**config.mk**
```make
export PLATFORM = sky130hd
export DESIGN_NAME = sar_adc_sequencer
export DESIGN_NICKNAME = d
export VERILOG_FILES = /design/src/adc_seq_pkg.sv /design/src/sar_adc_sequencer.sv /design/src/adc_clk_div.sv /design/src/sar_core.sv
export SDC_FILE = /design/constraint.sdc
export NUM_CORES = 1
export LEC_CHECK = 0
export ABC_AREA = 1
export BUFFER_PORTS_ARGS = -buffer_cell sky130_fd_sc_hd__buf_2
export CELL_PAD_IN_SITES_DETAIL_PLACEMENT = 1
export CELL_PAD_IN_SITES_GLOBAL_PLACEMENT = 1
export CORE_MARGIN = 2
export CORE_UTILIZATION = 34
export DETAILED_ROUTE_END_ITERATION = 10
export GPL_TIMING_DRIVEN = 0
export PLACE_DENSITY_LB_ADDON = 0.2
export SETUP_SLACK_MARGIN = 0.02
export SYNTH_ARGS = -nofsm -noshare
export SYNTH_HDL_FRONTEND = slang
export SYNTH_SLANG_ARGS = --single-unit
export TNS_END_PERCENT = 20
```
**constraint.sdc**
```tcl
create_clock -name ref_clk -period 1.9 [get_ports ref_clk]
set_input_delay 0.19 -clock ref_clk [delete_from_list [all_inputs] [get_ports ref_clk]]
set_output_delay 0.19 -clock ref_clk [all_outputs]
set_load 0.005 [all_outputs]
```
**src/adc_seq_pkg.sv**
```systemverilog
package adc_seq_pkg;

    // register byte addresses on the wishbone slave
    localparam logic [7:0] SCR_OFFSET    = 8'h38;  // control / status
    localparam logic [7:0] RESULT_OFFSET = 8'h3c;  // conversion result
    localparam logic [7:0] CLKCFG_OFFSET = 8'h40;  // clock source and prescaler

    // field positions in the written data word
    localparam int DONE_BIT   = 7;  // completion flag
    localparam int IRQEN_BIT  = 6;  // interrupt enable
    localparam int CONT_BIT   = 5;  // continuous mode
    localparam int CH_MSB     = 4;  // channel field top bit
    localparam int DIV_MSB    = 7;  // prescaler field top bit
    localparam int DIV_LSB    = 5;  // prescaler field low bit
    localparam int SRC_BIT    = 4;  // clock source bit

    // channel codes
    localparam logic [4:0] CH_LAST_PIN = 5'h0e;  // highest pin channel
    localparam logic [4:0] CH_RESERVED = 5'h1b;  // reserved code
    localparam logic [4:0] CH_HIGH_REF = 5'h1d;  // high reference
    localparam logic [4:0] CH_LOW_REF  = 5'h1e;  // low reference
    localparam logic [4:0] CH_OFF      = 5'h1f;  // converter powered off
    localparam int         NUM_PINS    = 15;     // analog-capable port pins

    // reset values
    localparam logic [7:0] SCR_RESET    = 8'h1f;  // all channel bits set
    localparam logic [3:0] CLKCFG_RESET = 4'h0;   // oscillator, divide by 1

    // conversion timing in converter clock ticks
    localparam logic [4:0] CONV_TICKS = 5'h10;  // ticks per conversion
    localparam int         RESULT_W   = 8;      // result width

    // control / status register fields, bit 7 down to bit 0
    typedef struct packed {
        logic       done;     // completion flag
        logic       irq_en;   // interrupt enable
        logic       cont;     // continuous mode
        logic [4:0] channel;  // channel select
    } ctrl_s;

    // clock configuration fields
    typedef struct packed {
        logic [2:0] prescale;  // divide code
        logic       src_bus;   // 1: bus clock, 0: oscillator
    } clkcfg_s;

    typedef enum {CONV_IDLE, CONV_RUN} conv_state_e;

endpackage

```
**src/sar_adc_sequencer.sv**
```systemverilog
// Design decision made here: the Wishbone register port.
`timescale 1ns/1ps
module sar_adc_sequencer import adc_seq_pkg::*; (
    input  wire logic                ref_clk,
    input  wire logic                rst_b,
    // wishbone classic slave
    input  wire logic                wb_cyc_i,
    input  wire logic                wb_stb_i,
    input  wire logic                wb_we_i,
    input  wire logic [7:0]          wb_adr_i,
    input  wire logic [3:0]          wb_sel_i,
    input  wire logic [31:0]         wb_dat_i,
    output logic      [31:0]         wb_dat_o,
    output logic                     wb_ack_o,
    // system state and converter clock source
    input  wire logic                osc_tick,
    input  wire logic                stop_mode,
    // analog front end
    input  wire logic                cmp_in,
    output logic [RESULT_W-1:0]      dac_code,
    output logic [4:0]               selected_analog_input,
    output logic                     analog_power_on,
    output logic                     done_irq,
    // port pin override
    input  wire logic [NUM_PINS-1:0] pin_in,
    input  wire logic [NUM_PINS-1:0] port_data_latch,
    input  wire logic [NUM_PINS-1:0] port_dir,
    output logic [NUM_PINS-1:0]      analog_channel_pin,
    output logic [NUM_PINS-1:0]      pin_out,
    output logic [NUM_PINS-1:0]      pin_oe,
    output logic [NUM_PINS-1:0]      port_read_value
);

    ctrl_s                 ctrl_reg;        // converter_control_status
    clkcfg_s               clkcfg_reg;      // clock source and prescaler
    logic [RESULT_W-1:0]   result_reg;      // last finished code
    logic                  conv_req_reg;    // conversion owed to software
    logic                  bus_req;         // new access this cycle
    logic                  scr_wr;          // control register write
    logic                  res_rd;          // result register read
    logic                  clk_wr;          // clock register write
    logic                  powered;         // channel field not all ones
    logic                  core_start;      // launch the converter
    logic                  core_abort;      // drop conversion in flight
    logic                  core_busy;       // converter running
    logic                  conv_done;       // one-cycle completion pulse
    logic                  adc_tick;        // converter clock enable
    logic [RESULT_W-1:0]   core_result;     // code from the converter
    logic [NUM_PINS-1:0]   owner;           // pin claimed by the converter
    logic [4:0]            ticks_seen;      // ticks since start, checks only

    // one-hot pin ownership; references and unused codes claim no pin
    function automatic logic [NUM_PINS-1:0] pin_owner(input logic [4:0] ch);
        pin_owner = '0;
        if (ch <= CH_LAST_PIN) begin
            pin_owner[ch[3:0]] = 1'b1;
        end
    endfunction

    // bus decode; a request counts only in its first cycle
    assign bus_req = wb_cyc_i && wb_stb_i && !wb_ack_o;
    assign scr_wr  = bus_req && wb_we_i && wb_sel_i[0] && (wb_adr_i == SCR_OFFSET);
    assign clk_wr  = bus_req && wb_we_i && wb_sel_i[0] && (wb_adr_i == CLKCFG_OFFSET);
    assign res_rd  = bus_req && !wb_we_i && (wb_adr_i == RESULT_OFFSET);

    assign powered = (ctrl_reg.channel != CH_OFF);

    assign core_abort = stop_mode || !powered;
    assign core_start = conv_req_reg && !core_busy && !core_abort;
    assign owner      = pin_owner(ctrl_reg.channel);

    // restart the divider with each conversion so every one gets full ticks
    adc_clk_div u_div (
        .ref_clk  (ref_clk),
        .rst_b    (rst_b),
        .osc_tick (osc_tick),
        .cfg      (clkcfg_reg),
        .clear    (core_start),
        .adc_tick (adc_tick)
    );

    // unused channel codes simply convert whatever the comparator reports
    // unused codes convert unknown
    sar_core u_core (
        .ref_clk  (ref_clk),
        .rst_b    (rst_b),
        .start    (core_start),
        .abort    (core_abort),
        .adc_tick (adc_tick),
        .cmp_in   (cmp_in),
        .dac_code (dac_code),
        .result   (core_result),
        .done     (conv_done),
        .busy     (core_busy)
    );

    // ack one cycle after the request, then drop for a cycle
    always_ff @(posedge ref_clk) begin
        if (!rst_b) begin
            wb_ack_o <= 1'b0;
        end else begin
            wb_ack_o <= bus_req;
        end
    end

    // read data captured with the ack; unmapped addresses read zero
    always_ff @(posedge ref_clk) begin
        if (!rst_b) begin
            wb_dat_o <= 32'h0000_0000;
        end else if (bus_req && !wb_we_i) begin
            unique case (wb_adr_i)
                SCR_OFFSET:    wb_dat_o <= {24'h00_0000, ctrl_reg};
                RESULT_OFFSET: wb_dat_o <= {24'h00_0000, result_reg};
                CLKCFG_OFFSET: wb_dat_o <= {24'h00_0000, clkcfg_reg, 4'h0};
                default:       wb_dat_o <= 32'h0000_0000;
            endcase
        end
    end

    // control / status register
    // reset clears flag, enable, continuous
    always_ff @(posedge ref_clk) begin
        if (!rst_b) begin
            ctrl_reg <= SCR_RESET;
        end else begin
            if (scr_wr) begin
                ctrl_reg.irq_en  <= wb_dat_i[IRQEN_BIT];
                ctrl_reg.cont    <= wb_dat_i[CONT_BIT];
                ctrl_reg.channel <= wb_dat_i[CH_MSB:0];
                ctrl_reg.done    <= wb_dat_i[IRQEN_BIT] && wb_dat_i[DONE_BIT];
            end else if (res_rd && !ctrl_reg.irq_en) begin
                ctrl_reg.done <= 1'b0;
            end
            // set wins over a clear in the same cycle
            // flag held while conversions continue
            if (conv_done && !ctrl_reg.irq_en) begin
                ctrl_reg.done <= 1'b1;
            end
        end
    end

    // clock configuration register
    // reset picks the oscillator
    always_ff @(posedge ref_clk) begin
        if (!rst_b) begin
            clkcfg_reg <= CLKCFG_RESET;
        end else if (clk_wr) begin
            clkcfg_reg.prescale <= wb_dat_i[DIV_MSB:DIV_LSB];
            clkcfg_reg.src_bus  <= wb_dat_i[SRC_BIT];
        end
    end

    // result register; overwritten whether or not it was read
    // update on every completion
    // result stored on the same clock edge that sets the flag
    always_ff @(posedge ref_clk) begin
        if (!rst_b) begin
            result_reg <= '0;
        end else if (conv_done) begin
            result_reg <= core_result;
        end
    end

    // pending conversion bookkeeping
    always_ff @(posedge ref_clk) begin
        if (!rst_b) begin
            conv_req_reg <= 1'b0;
        end else begin
            if (core_start) begin
                conv_req_reg <= 1'b0;
            end
            // continuous mode queues the next one
            if (conv_done && ctrl_reg.cont && powered) begin
                conv_req_reg <= 1'b1;
            end
            if (core_busy && stop_mode && powered) begin
                conv_req_reg <= 1'b1;
            end
            if (scr_wr) begin
                conv_req_reg <= (wb_dat_i[CH_MSB:0] != CH_OFF);
            end
            // power-off cancels anything owed
            if (!powered && !scr_wr) begin
                conv_req_reg <= 1'b0;
            end
        end
    end

    // interrupt request; set wins over a clear in the same cycle
    // raise on done, drop on control write or result read
    // wait mode does not gate it
    always_ff @(posedge ref_clk) begin
        if (!rst_b) begin
            done_irq <= 1'b0;
        end else begin
            if (scr_wr || res_rd) begin
                done_irq <= 1'b0;
            end
            if (conv_done && ctrl_reg.irq_en) begin
                done_irq <= 1'b1;
            end
        end
    end

    // analog mux select and power, registered for clean outputs
    // channel code drives the mux
    always_ff @(posedge ref_clk) begin
        if (!rst_b) begin
            selected_analog_input <= CH_OFF;
            analog_power_on       <= 1'b0;
        end else begin
            selected_analog_input <= ctrl_reg.channel;
            analog_power_on       <= powered;
        end
    end

    // port override; the converter pin never drives, whatever the port says
    // force selected pin to input
    // owned pin read returns 0 or latch
    always_ff @(posedge ref_clk) begin
        if (!rst_b) begin
            analog_channel_pin <= '0;
            pin_out            <= '0;
            pin_oe             <= '0;
            port_read_value    <= '0;
        end else begin
            analog_channel_pin <= owner;
            pin_out            <= port_data_latch;
            pin_oe             <= port_dir & ~owner;
            port_read_value    <= (owner & port_dir & port_data_latch)
                                | (~owner & ~port_dir & pin_in)
                                | (~owner & port_dir & port_data_latch);
        end
    end

    // converter ticks counted from start, read only by the checks
    always_ff @(posedge ref_clk) begin
        if (!rst_b) begin
            ticks_seen <= 5'h00;
        end else if (core_start) begin
            ticks_seen <= 5'h00;
        end else if (core_busy && adc_tick) begin
            ticks_seen <= ticks_seen + 5'h01;
        end
    end

    a_conv_tick_count: assert property (
        @(posedge ref_clk) disable iff (!rst_b)
        conv_done |-> (ticks_seen == CONV_TICKS))
        else $error("conversion did not take sixteen converter ticks");

    a_result_follows_done: assert property (
        @(posedge ref_clk) disable iff (!rst_b)
        conv_done |=> (result_reg == $past(core_result)))
        else $error("result register missed a completion");

    a_flag_sets_done: assert property (
        @(posedge ref_clk) disable iff (!rst_b)
        (conv_done && !ctrl_reg.irq_en) |=> ctrl_reg.done)
        else $error("completion flag not set after conversion");

    a_flag_read_clear: assert property (
        @(posedge ref_clk) disable iff (!rst_b)
        (res_rd && !ctrl_reg.irq_en && !conv_done) |=> !ctrl_reg.done)
        else $error("result read did not clear completion flag");

    a_irq_on_done: assert property (
        @(posedge ref_clk) disable iff (!rst_b)
        (conv_done && ctrl_reg.irq_en) |=> done_irq)
        else $error("interrupt not raised at completion");

    a_irq_drop_access: assert property (
        @(posedge ref_clk) disable iff (!rst_b)
        ((scr_wr || res_rd) && !(conv_done && ctrl_reg.irq_en)) |=> !done_irq)
        else $error("interrupt not dropped on register access");

    a_off_no_convert: assert property (
        @(posedge ref_clk) disable iff (!rst_b)
        (ctrl_reg.channel == CH_OFF) |=> !core_busy)
        else $error("converter runs while powered off");

    a_stop_aborts: assert property (
        @(posedge ref_clk) disable iff (!rst_b)
        stop_mode |=> !core_busy)
        else $error("conversion continued in stop mode");

    a_cont_requeue: assert property (
        @(posedge ref_clk) disable iff (!rst_b)
        (conv_done && ctrl_reg.cont && powered && !scr_wr) |=>
            conv_req_reg ##1 (core_busy || $past(core_abort)))
        else $error("continuous mode did not start the next conversion");

    a_pin_never_driven: assert property (
        @(posedge ref_clk) disable iff (!rst_b)
        ##1 ((pin_oe & analog_channel_pin) == '0))
        else $error("converter pin driven by port logic");

endmodule

```
**src/adc_clk_div.sv**
```systemverilog
`timescale 1ns/1ps
module adc_clk_div import adc_seq_pkg::*; (
    input  wire logic       ref_clk,
    input  wire logic       rst_b,
    input  wire logic       osc_tick,   // one pulse per oscillator clock
    input  wire clkcfg_s    cfg,        // source and divide code
    input  wire logic       clear,      // restart the divider phase
    output logic            adc_tick    // one pulse per converter clock
);

    logic [3:0] cnt_reg;  // source ticks seen in this period

    // terminal count for each divide code; top bit set means divide by 16
    function automatic logic [3:0] div_term(input logic [2:0] code);
        unique case (code)
            3'h0:    div_term = 4'h0;
            3'h1:    div_term = 4'h1;
            3'h2:    div_term = 4'h3;
            3'h3:    div_term = 4'h7;
            default: div_term = 4'hf;
        endcase
    endfunction

    // divider; the bus clock source ticks every cycle
    // prescale ratio select
    always_ff @(posedge ref_clk) begin
        if (!rst_b) begin
            cnt_reg  <= 4'h0;
            adc_tick <= 1'b0;
        end else begin
            adc_tick <= 1'b0;
            if (clear) begin
                cnt_reg <= 4'h0;
            end else if (cfg.src_bus || osc_tick) begin
                if (cnt_reg >= div_term(cfg.prescale)) begin
                    cnt_reg  <= 4'h0;
                    adc_tick <= 1'b1;
                end else begin
                    cnt_reg <= cnt_reg + 4'h1;
                end
            end
        end
    end

endmodule

```
**src/sar_core.sv**
```systemverilog
`timescale 1ns/1ps
module sar_core import adc_seq_pkg::*; (
    input  wire logic                ref_clk,
    input  wire logic                rst_b,
    input  wire logic                start,     // begin a conversion
    input  wire logic                abort,     // drop a conversion in progress
    input  wire logic                adc_tick,  // converter clock enable
    input  wire logic                cmp_in,    // 1: input at or above trial level
    output logic [RESULT_W-1:0]      dac_code,  // trial level to the comparator
    output logic [RESULT_W-1:0]      result,    // finished code
    output logic                     done,      // one-cycle completion pulse
    output logic                     busy       // conversion in progress
);

    conv_state_e         state_reg;  // idle or converting
    logic [4:0]          tick_reg;   // converter ticks into this conversion
    logic [RESULT_W-1:0] mask_reg;   // bit under trial, zero once resolved
    logic [RESULT_W-1:0] kept;       // trial with the current bit decided

    assign busy = (state_reg == CONV_RUN);

    // clear the trial bit when the comparator says the input is below it
    always_comb begin
        kept = cmp_in ? dac_code : (dac_code & ~mask_reg);
    end

    // successive approximation: 8 trial ticks, the rest settle
    // sixteen ticks per conversion
    always_ff @(posedge ref_clk) begin
        if (!rst_b) begin
            state_reg <= CONV_IDLE;
            tick_reg  <= 5'h00;
            mask_reg  <= '0;
            dac_code  <= '0;
            result    <= '0;
            done      <= 1'b0;
        end else begin
            done <= 1'b0;
            unique case (state_reg)
                CONV_IDLE: begin
                    if (start) begin
                        state_reg <= CONV_RUN;
                        tick_reg  <= 5'h00;
                        mask_reg  <= {1'b1, {(RESULT_W-1){1'b0}}};
                        dac_code  <= {1'b1, {(RESULT_W-1){1'b0}}};
                    end
                end
                CONV_RUN: begin
                    if (abort) begin
                        // stop or power-off loses the partial code
                        state_reg <= CONV_IDLE;
                    end else if (adc_tick) begin
                        tick_reg <= tick_reg + 5'h01;
                        if (mask_reg != '0) begin
                            mask_reg <= mask_reg >> 1;
                            dac_code <= kept | (mask_reg >> 1);
                        end
                        if (tick_reg == CONV_TICKS - 5'h01) begin
                            result    <= dac_code;
                            done      <= 1'b1;
                            state_reg <= CONV_IDLE;
                        end
                    end
                end
            endcase
        end
    end

endmodule

```
## Yosys cells after proc, flatten, opt, wreduce, memory -nomap -nowiden

Index checks and enable logic that the tools add are counted.

- $add $sub $neg: 2
- Magnitude comparators: 4
- Equality and inequality tests: 17
- Multiplexer cells: 39
- Bitwise gates (word level): 18
- Reduce and logical (&&, ||, !) cells: 44

Operators with widths:

| operator | number |
|---|---|
| $mux W32 | 4 |
| $and A15 B15 Y15 | 6 |
| $mux W8 | 8 |
| $pmux W32 S2 | 1 |
| $eq A32 B1 Y1 const B | 1 |
| $eq A32 B2 Y1 const B | 1 |
| $logic_not A32 Y1 | 1 |
| $pmux W8 S2 | 2 |
| $not A15 Y15 | 2 |
| $or A15 B15 Y15 | 2 |
| $pmux W8 S3 | 1 |
| $logic_and A1 B1 Y1 | 20 |
| $eq A8 B6 Y1 const B | 2 |
| $mux W4 | 4 |
| $pmux W4 S4 | 1 |
| $mux W15 | 1 |
| $mux W5 | 3 |
| $mux W1 | 12 |
| $ne A5 B5 Y1 const B | 2 |
| $pmux W5 S2 | 1 |
| $and A8 B8 Y8 | 1 |
| $eq A8 B7 Y1 const B | 1 |
| $not A8 Y8 | 1 |
| $or A8 B7 Y8 | 1 |
| other kinds (27) | 45 |

- Bits in registers: 188
- Input port bits: 97

## Depth between registers and ports, before layout

- Depth after elaboration: 10
- Mapped depth: 10
- Mapped depth without buffers: 9

## Hierarchy

Synthesis repeated with hierarchy kept, for this count alone.

- Cell total of the unflattened synthesis: 701
- Area total of the unflattened synthesis: 5,407.7 um^2

By module, submodules not included:

| module | times used | cells an instance | area an instance (um^2) | sequential area each (um^2) |
|---|---|---|---|---|
| sar_adc_sequencer | 1 | 472 | 3,742.3 | 1,941.9 |
| sar_core | 1 | 184 | 1,326.3 | 620.6 |
| adc_clk_div | 1 | 45 | 339.1 | 100.1 |

## Worst setup path after synthesis

OpenSTA, ideal clock, no wires.

- Path kind: reg2reg
- From: reg u_core.tick_reg[0]
- To: reg u_core.result[1]
- Library setup time: 0.113 ns
- Data arrival time: 1.246 ns
- Required time: 1.787 ns
- Setup slack: 0.541 ns
- Stages on the path, launching flop included: 9
- Path buffers: 1
- Clock period less this slack: 1.359 ns
- Cells stage by stage: dfxtp_1 ha_1 nand2_1 nor2_1 ha_1 nand3_4 buf_6 nor2_1 nor2_1

- Word-level cells in the longest chain between the ends: 2

Ends and longest elaborated chain:

| what | line | text |
|---|---|---|
| start: declaration | sar_core.sv:16 | `logic [4:0] tick_reg;` |
| start signal: assignment | sar_core.sv:53 | `tick_reg <= tick_reg + 5'h01;` |
| $eq A5 B4 Y1 | sar_core.sv:58 | `if (tick_reg == CONV_TICKS - 5'h01) begin` |
| $reduce_and A4 Y1 (no source line) | - |  |
| end signal: assignment | sar_core.sv:59 | `result <= dac_code;` |
| end: declaration | sar_core.sv:10 | `output logic [RESULT_W-1:0] result,` |

Every way passes these cells.
A chain may end at the register's enable or synchronous reset.

## Worst setup path in the final report

- From: reg wb_ack_o
- To: reg clkcfg_reg[3] (netlist bit)

- Word-level cells in the longest chain between the ends: 5

Ends and longest elaborated chain:

| what | line | text |
|---|---|---|
| start: declaration | sar_adc_sequencer.sv:14 | `output logic wb_ack_o,` |
| start signal: assignment | sar_adc_sequencer.sv:102 | `wb_ack_o <= bus_req;` |
| $logic_not A1 Y1 | sar_adc_sequencer.sv:61 | `assign bus_req = wb_cyc_i && wb_stb_i && !wb_ack_o;` |
| $logic_and A1 B1 Y1 | sar_adc_sequencer.sv:61 |  |
| $logic_and A1 B1 Y1 (3 in a row) | sar_adc_sequencer.sv:63 | `assign clk_wr = bus_req && wb_we_i && wb_sel_i[0] && (wb_adr_i == CLKCFG_OFFSET);` |
| end: declaration | sar_adc_sequencer.sv:35 | `clkcfg_s clkcfg_reg;` |

Every way passes these cells.

==> impl_metrics.env <==
export IMPL_syn_area_per_cell_um2=7.528
export IMPL_routed_via_density=4.422
export IMPL_clk_pin_slew_ns=0.06
export IMPL_drive_above_1_share=0.2586
export IMPL_wirelength_um=16610
export IMPL_critPathCaptureType="flop"
export IMPL_area_delta_synth_final_pct=35.27
export IMPL_async_flop_share=0
export IMPL_cts_resized=0
export IMPL_routabilityCongestion=0.7704
export IMPL_num_nets_final=1055
export IMPL_rows=46
export IMPL_synth_edf_count=0
export IMPL_ys_seq_elements=133
export IMPL_ys_types=40
export IMPL_final_cell_area_um2=7515
export IMPL_setup_ws_ns=0.2549
export IMPL_synth_seq_area_share=0.4793
export IMPL_worstSetupPathType="reg2reg"
export IMPL_num_io_pins=205
export IMPL_power_uw=6908
export IMPL_relSlewSlack=0.5098
export IMPL_hold_path_startpoint="port_dir[12]"
export IMPL_slew_violations=0
export IMPL_r2r_start="wb_ack_o"
export IMPL_hp_class="in2reg"
export IMPL_ys_flop_type="dfxtp_1"
export IMPL_clock_latency_ns=0.42
export IMPL_antenna_found_initial=0
export IMPL_start_util=0.3485
export IMPL_power_leakage_uw=0.003759
export IMPL_clock_root_buffer="clkbuf_16"
export IMPL_setup_viol_count_final=0
export IMPL_crit_path_start_kind="flop"
export IMPL_ys_warnings_count=0
export IMPL_drv_cap=0
export IMPL_cts_sinks=133
export IMPL_peakVddDrop_uv=767.0
export IMPL_hold_path_end="port_read_value[12]"
export IMPL_crit_chain="nand3b_1 -> nor2_1 -> nand3_1 -> o21ai_0 -> a21oi_1"
export IMPL_grt_usage=0.1975
export IMPL_core_um2=15940
export IMPL_preCtsSetupSlack_ns=0.2462
export IMPL_required_ns=2.20
export IMPL_dpl_instance_area_um2=6673
export IMPL_slowest_delay_ns=0.39
export IMPL_arrival_ns=1.95
export IMPL_fill_cells=2050
export IMPL_dieWidth_um=131.8
export IMPL_ant_nets=0
export IMPL_rr_worst_depth=5
export IMPL_dr_pass1_iters=4
export IMPL_vias=5213
export IMPL_path_max_fanout=7
export IMPL_grt_pass1_vias=5427
export IMPL_power_density_nw_per_um2=919.2
export IMPL_min_period_ns=1.645
export IMPL_worstPathBufferInverterCount=0
export IMPL_fmax_ghz=0.6079
export IMPL_tightest_slew_ns=0.7352
export IMPL_dp_hpwl_um=12240
export IMPL_grt_max_degree=17
export IMPL_period_share=0.8658
export IMPL_syn_inst=738
export IMPL_finalHoldViolations=0
export IMPL_grt_overflow=0
export IMPL_clock_skew_ns=0.006647
export IMPL_post_route_drc_count=0
export IMPL_tritoncts="yes"
export IMPL_rrSetupSlack_ns=0.25
export IMPL_crit_family="simple AND/OR/NAND/NOR gates"
export IMPL_routedWlPerCell_um=14.09
export IMPL_htree_levels=4
export IMPL_cts_made_buffers=17
export IMPL_drt_iter0_markers=177
export IMPL_status="complete, no violations"
export IMPL_die_area_um2=17380
export IMPL_fin_setup_tns_ns=0
export IMPL_hold_depth=3
export IMPL_antenna_cells=0
export IMPL_numPortBuffers=152
export IMPL_max_clock_path_buffers=2
export IMPL_die_h_um=131.8
export IMPL_rsz0062_at_grt="no"
export IMPL_worstReg2RegEnd="clkcfg_reg[3]"
export IMPL_netlist_area_um2=5555
export IMPL_grt_first_pass_wirelength_um=27590
export IMPL_cpMaxStageDelayCell="nor2_1"
[cell usage after synthesis, types with 2 or more instances]
library cell,count,area (µm²)
inv_1,87,326.6
nor2_2,10,62.56
buf_2,3,15.01
nand2_2,9,56.30
nand3b_1,13,97.59
o22ai_1,2,12.51
nor3_1,6,30.03
o21ai_0,43,215.2
nand3_1,28,140.1
or2_2,2,12.51
o211ai_1,6,45.04
dfxtp_1,133,2663
buf_6,4,45.04
clkbuf_1,7,26.28
nor2_1,107,401.6
nand4_1,3,18.77
buf_4,25,187.7
xor2_1,2,17.52
nor2_4,3,33.78
buf_1,5,18.77
ha_1,7,87.58
a21oi_1,42,210.2
nand2_1,174,653.1
[where the power goes]
part,switching (µW),internal (µW),total [µW]
clock,1290,2340,3630
combinational,216,199,415
sequential,17.6,2850,2870
total,1520,5390,6910
[final cells by class]
| cell class | instances | area, µm² | share of cell area |
|---|---|---|---|
| Multi-Input combinational cell | 494 | 2327 | 0.3097 |
| Inverter | 88 | 330.3 | 0.04396 |
| Clock buffer | 17 | 425.4 | 0.05661 |
| Sequential cell | 133 | 2663 | 0.3543 |
| Clock inverter | 14 | 226.5 | 0.03014 |
| Timing Repair Buffer | 171 | 950.9 | 0.1265 |
| Tap cell | 216 | 270.3 | 0.03596 |
| Buffer | 46 | 321.6 | 0.04279 |
[stage by stage]
step,utilization,cells,hold slack [ns]
after floorplan,-,761,0.2835
after global placement,0.4185,1129,0.3893
after detailed placement,0.4185,1129,0.3937
after CTS,0.4714,1179,0.002625
after global routing,0.4714,1179,0.02332
final,0.4714,1179,0.01626
[logic make-up (layout without fill, tap and decap cells)]
family	count (synthesis)	in the layout	synth area share
AO/OA/AOI/OAI	100	100	0.1018
AND/OR/NAND/NOR	360	360	0.2804
XOR/XNOR	3	3	0.004731
adder cells (fa/ha/maj)	7	7	0.01577
buffers and inverters	134	336	0.1173
other	1	24	0.0006750
flip-flops	133	133	0.4793
[worst register-to-register path, stage by stage (launching register included)]
cell	delay (ns)
dfxtp_1	0.30
nand3b_1	0.21
nor2_1	0.39
nand3_1	0.31
o21ai_0	0.27
a21oi_1	0.06
[how the worst max path moves through the flow]
| stage | from | to | slack [ns] | cells past startpoint |
|---|---|---|---|---|
| after floorplan | u_core.tick_reg[0] | u_core.result[1] | 0.54 | 8 |
| after detailed placement | wb_ack_o | clkcfg_reg[3] | 0.25 | 5 |
| final | wb_ack_o | clkcfg_reg[3] | 0.25 | 5 |
| after global routing | wb_ack_o | clkcfg_reg[1] | 0.11 | 5 |
| after global placement | wb_ack_o | clkcfg_reg[3] | 0.27 | 5 |
| after CTS | wb_ack_o | clkcfg_reg[3] | 0.23 | 5 |
[placed cells by master (no fill, tap or decap), types with 24 or more instances in the layout]
cell / count
inv_1: 87
o21ai_0: 43
dfxtp_1: 133
nand3_1: 28
nand2_1: 174
nor2_1: 107
conb_1: 24
buf_4: 25
a21oi_1: 42
buf_2: 155
[metal layers]
layer  up-vias  global-route usage  wire length, µm
met1      2383              0.2405             7603
met4         0             0.05435              217
met2       128              0.3502             8112
met5         -                   0                0
li1       2683                   -                -
met3        19             0.04460              678
[timing repair]
| item | 4_1_cts | 5_1_grt |
|---|---|---|
| setup buffers | 0 | 0 |
| endpoints found under the hold margin | 19 | 0 |
| hold buffers | 19 | 0 |
No activity file was read; power rests on OpenSTA's default activity.
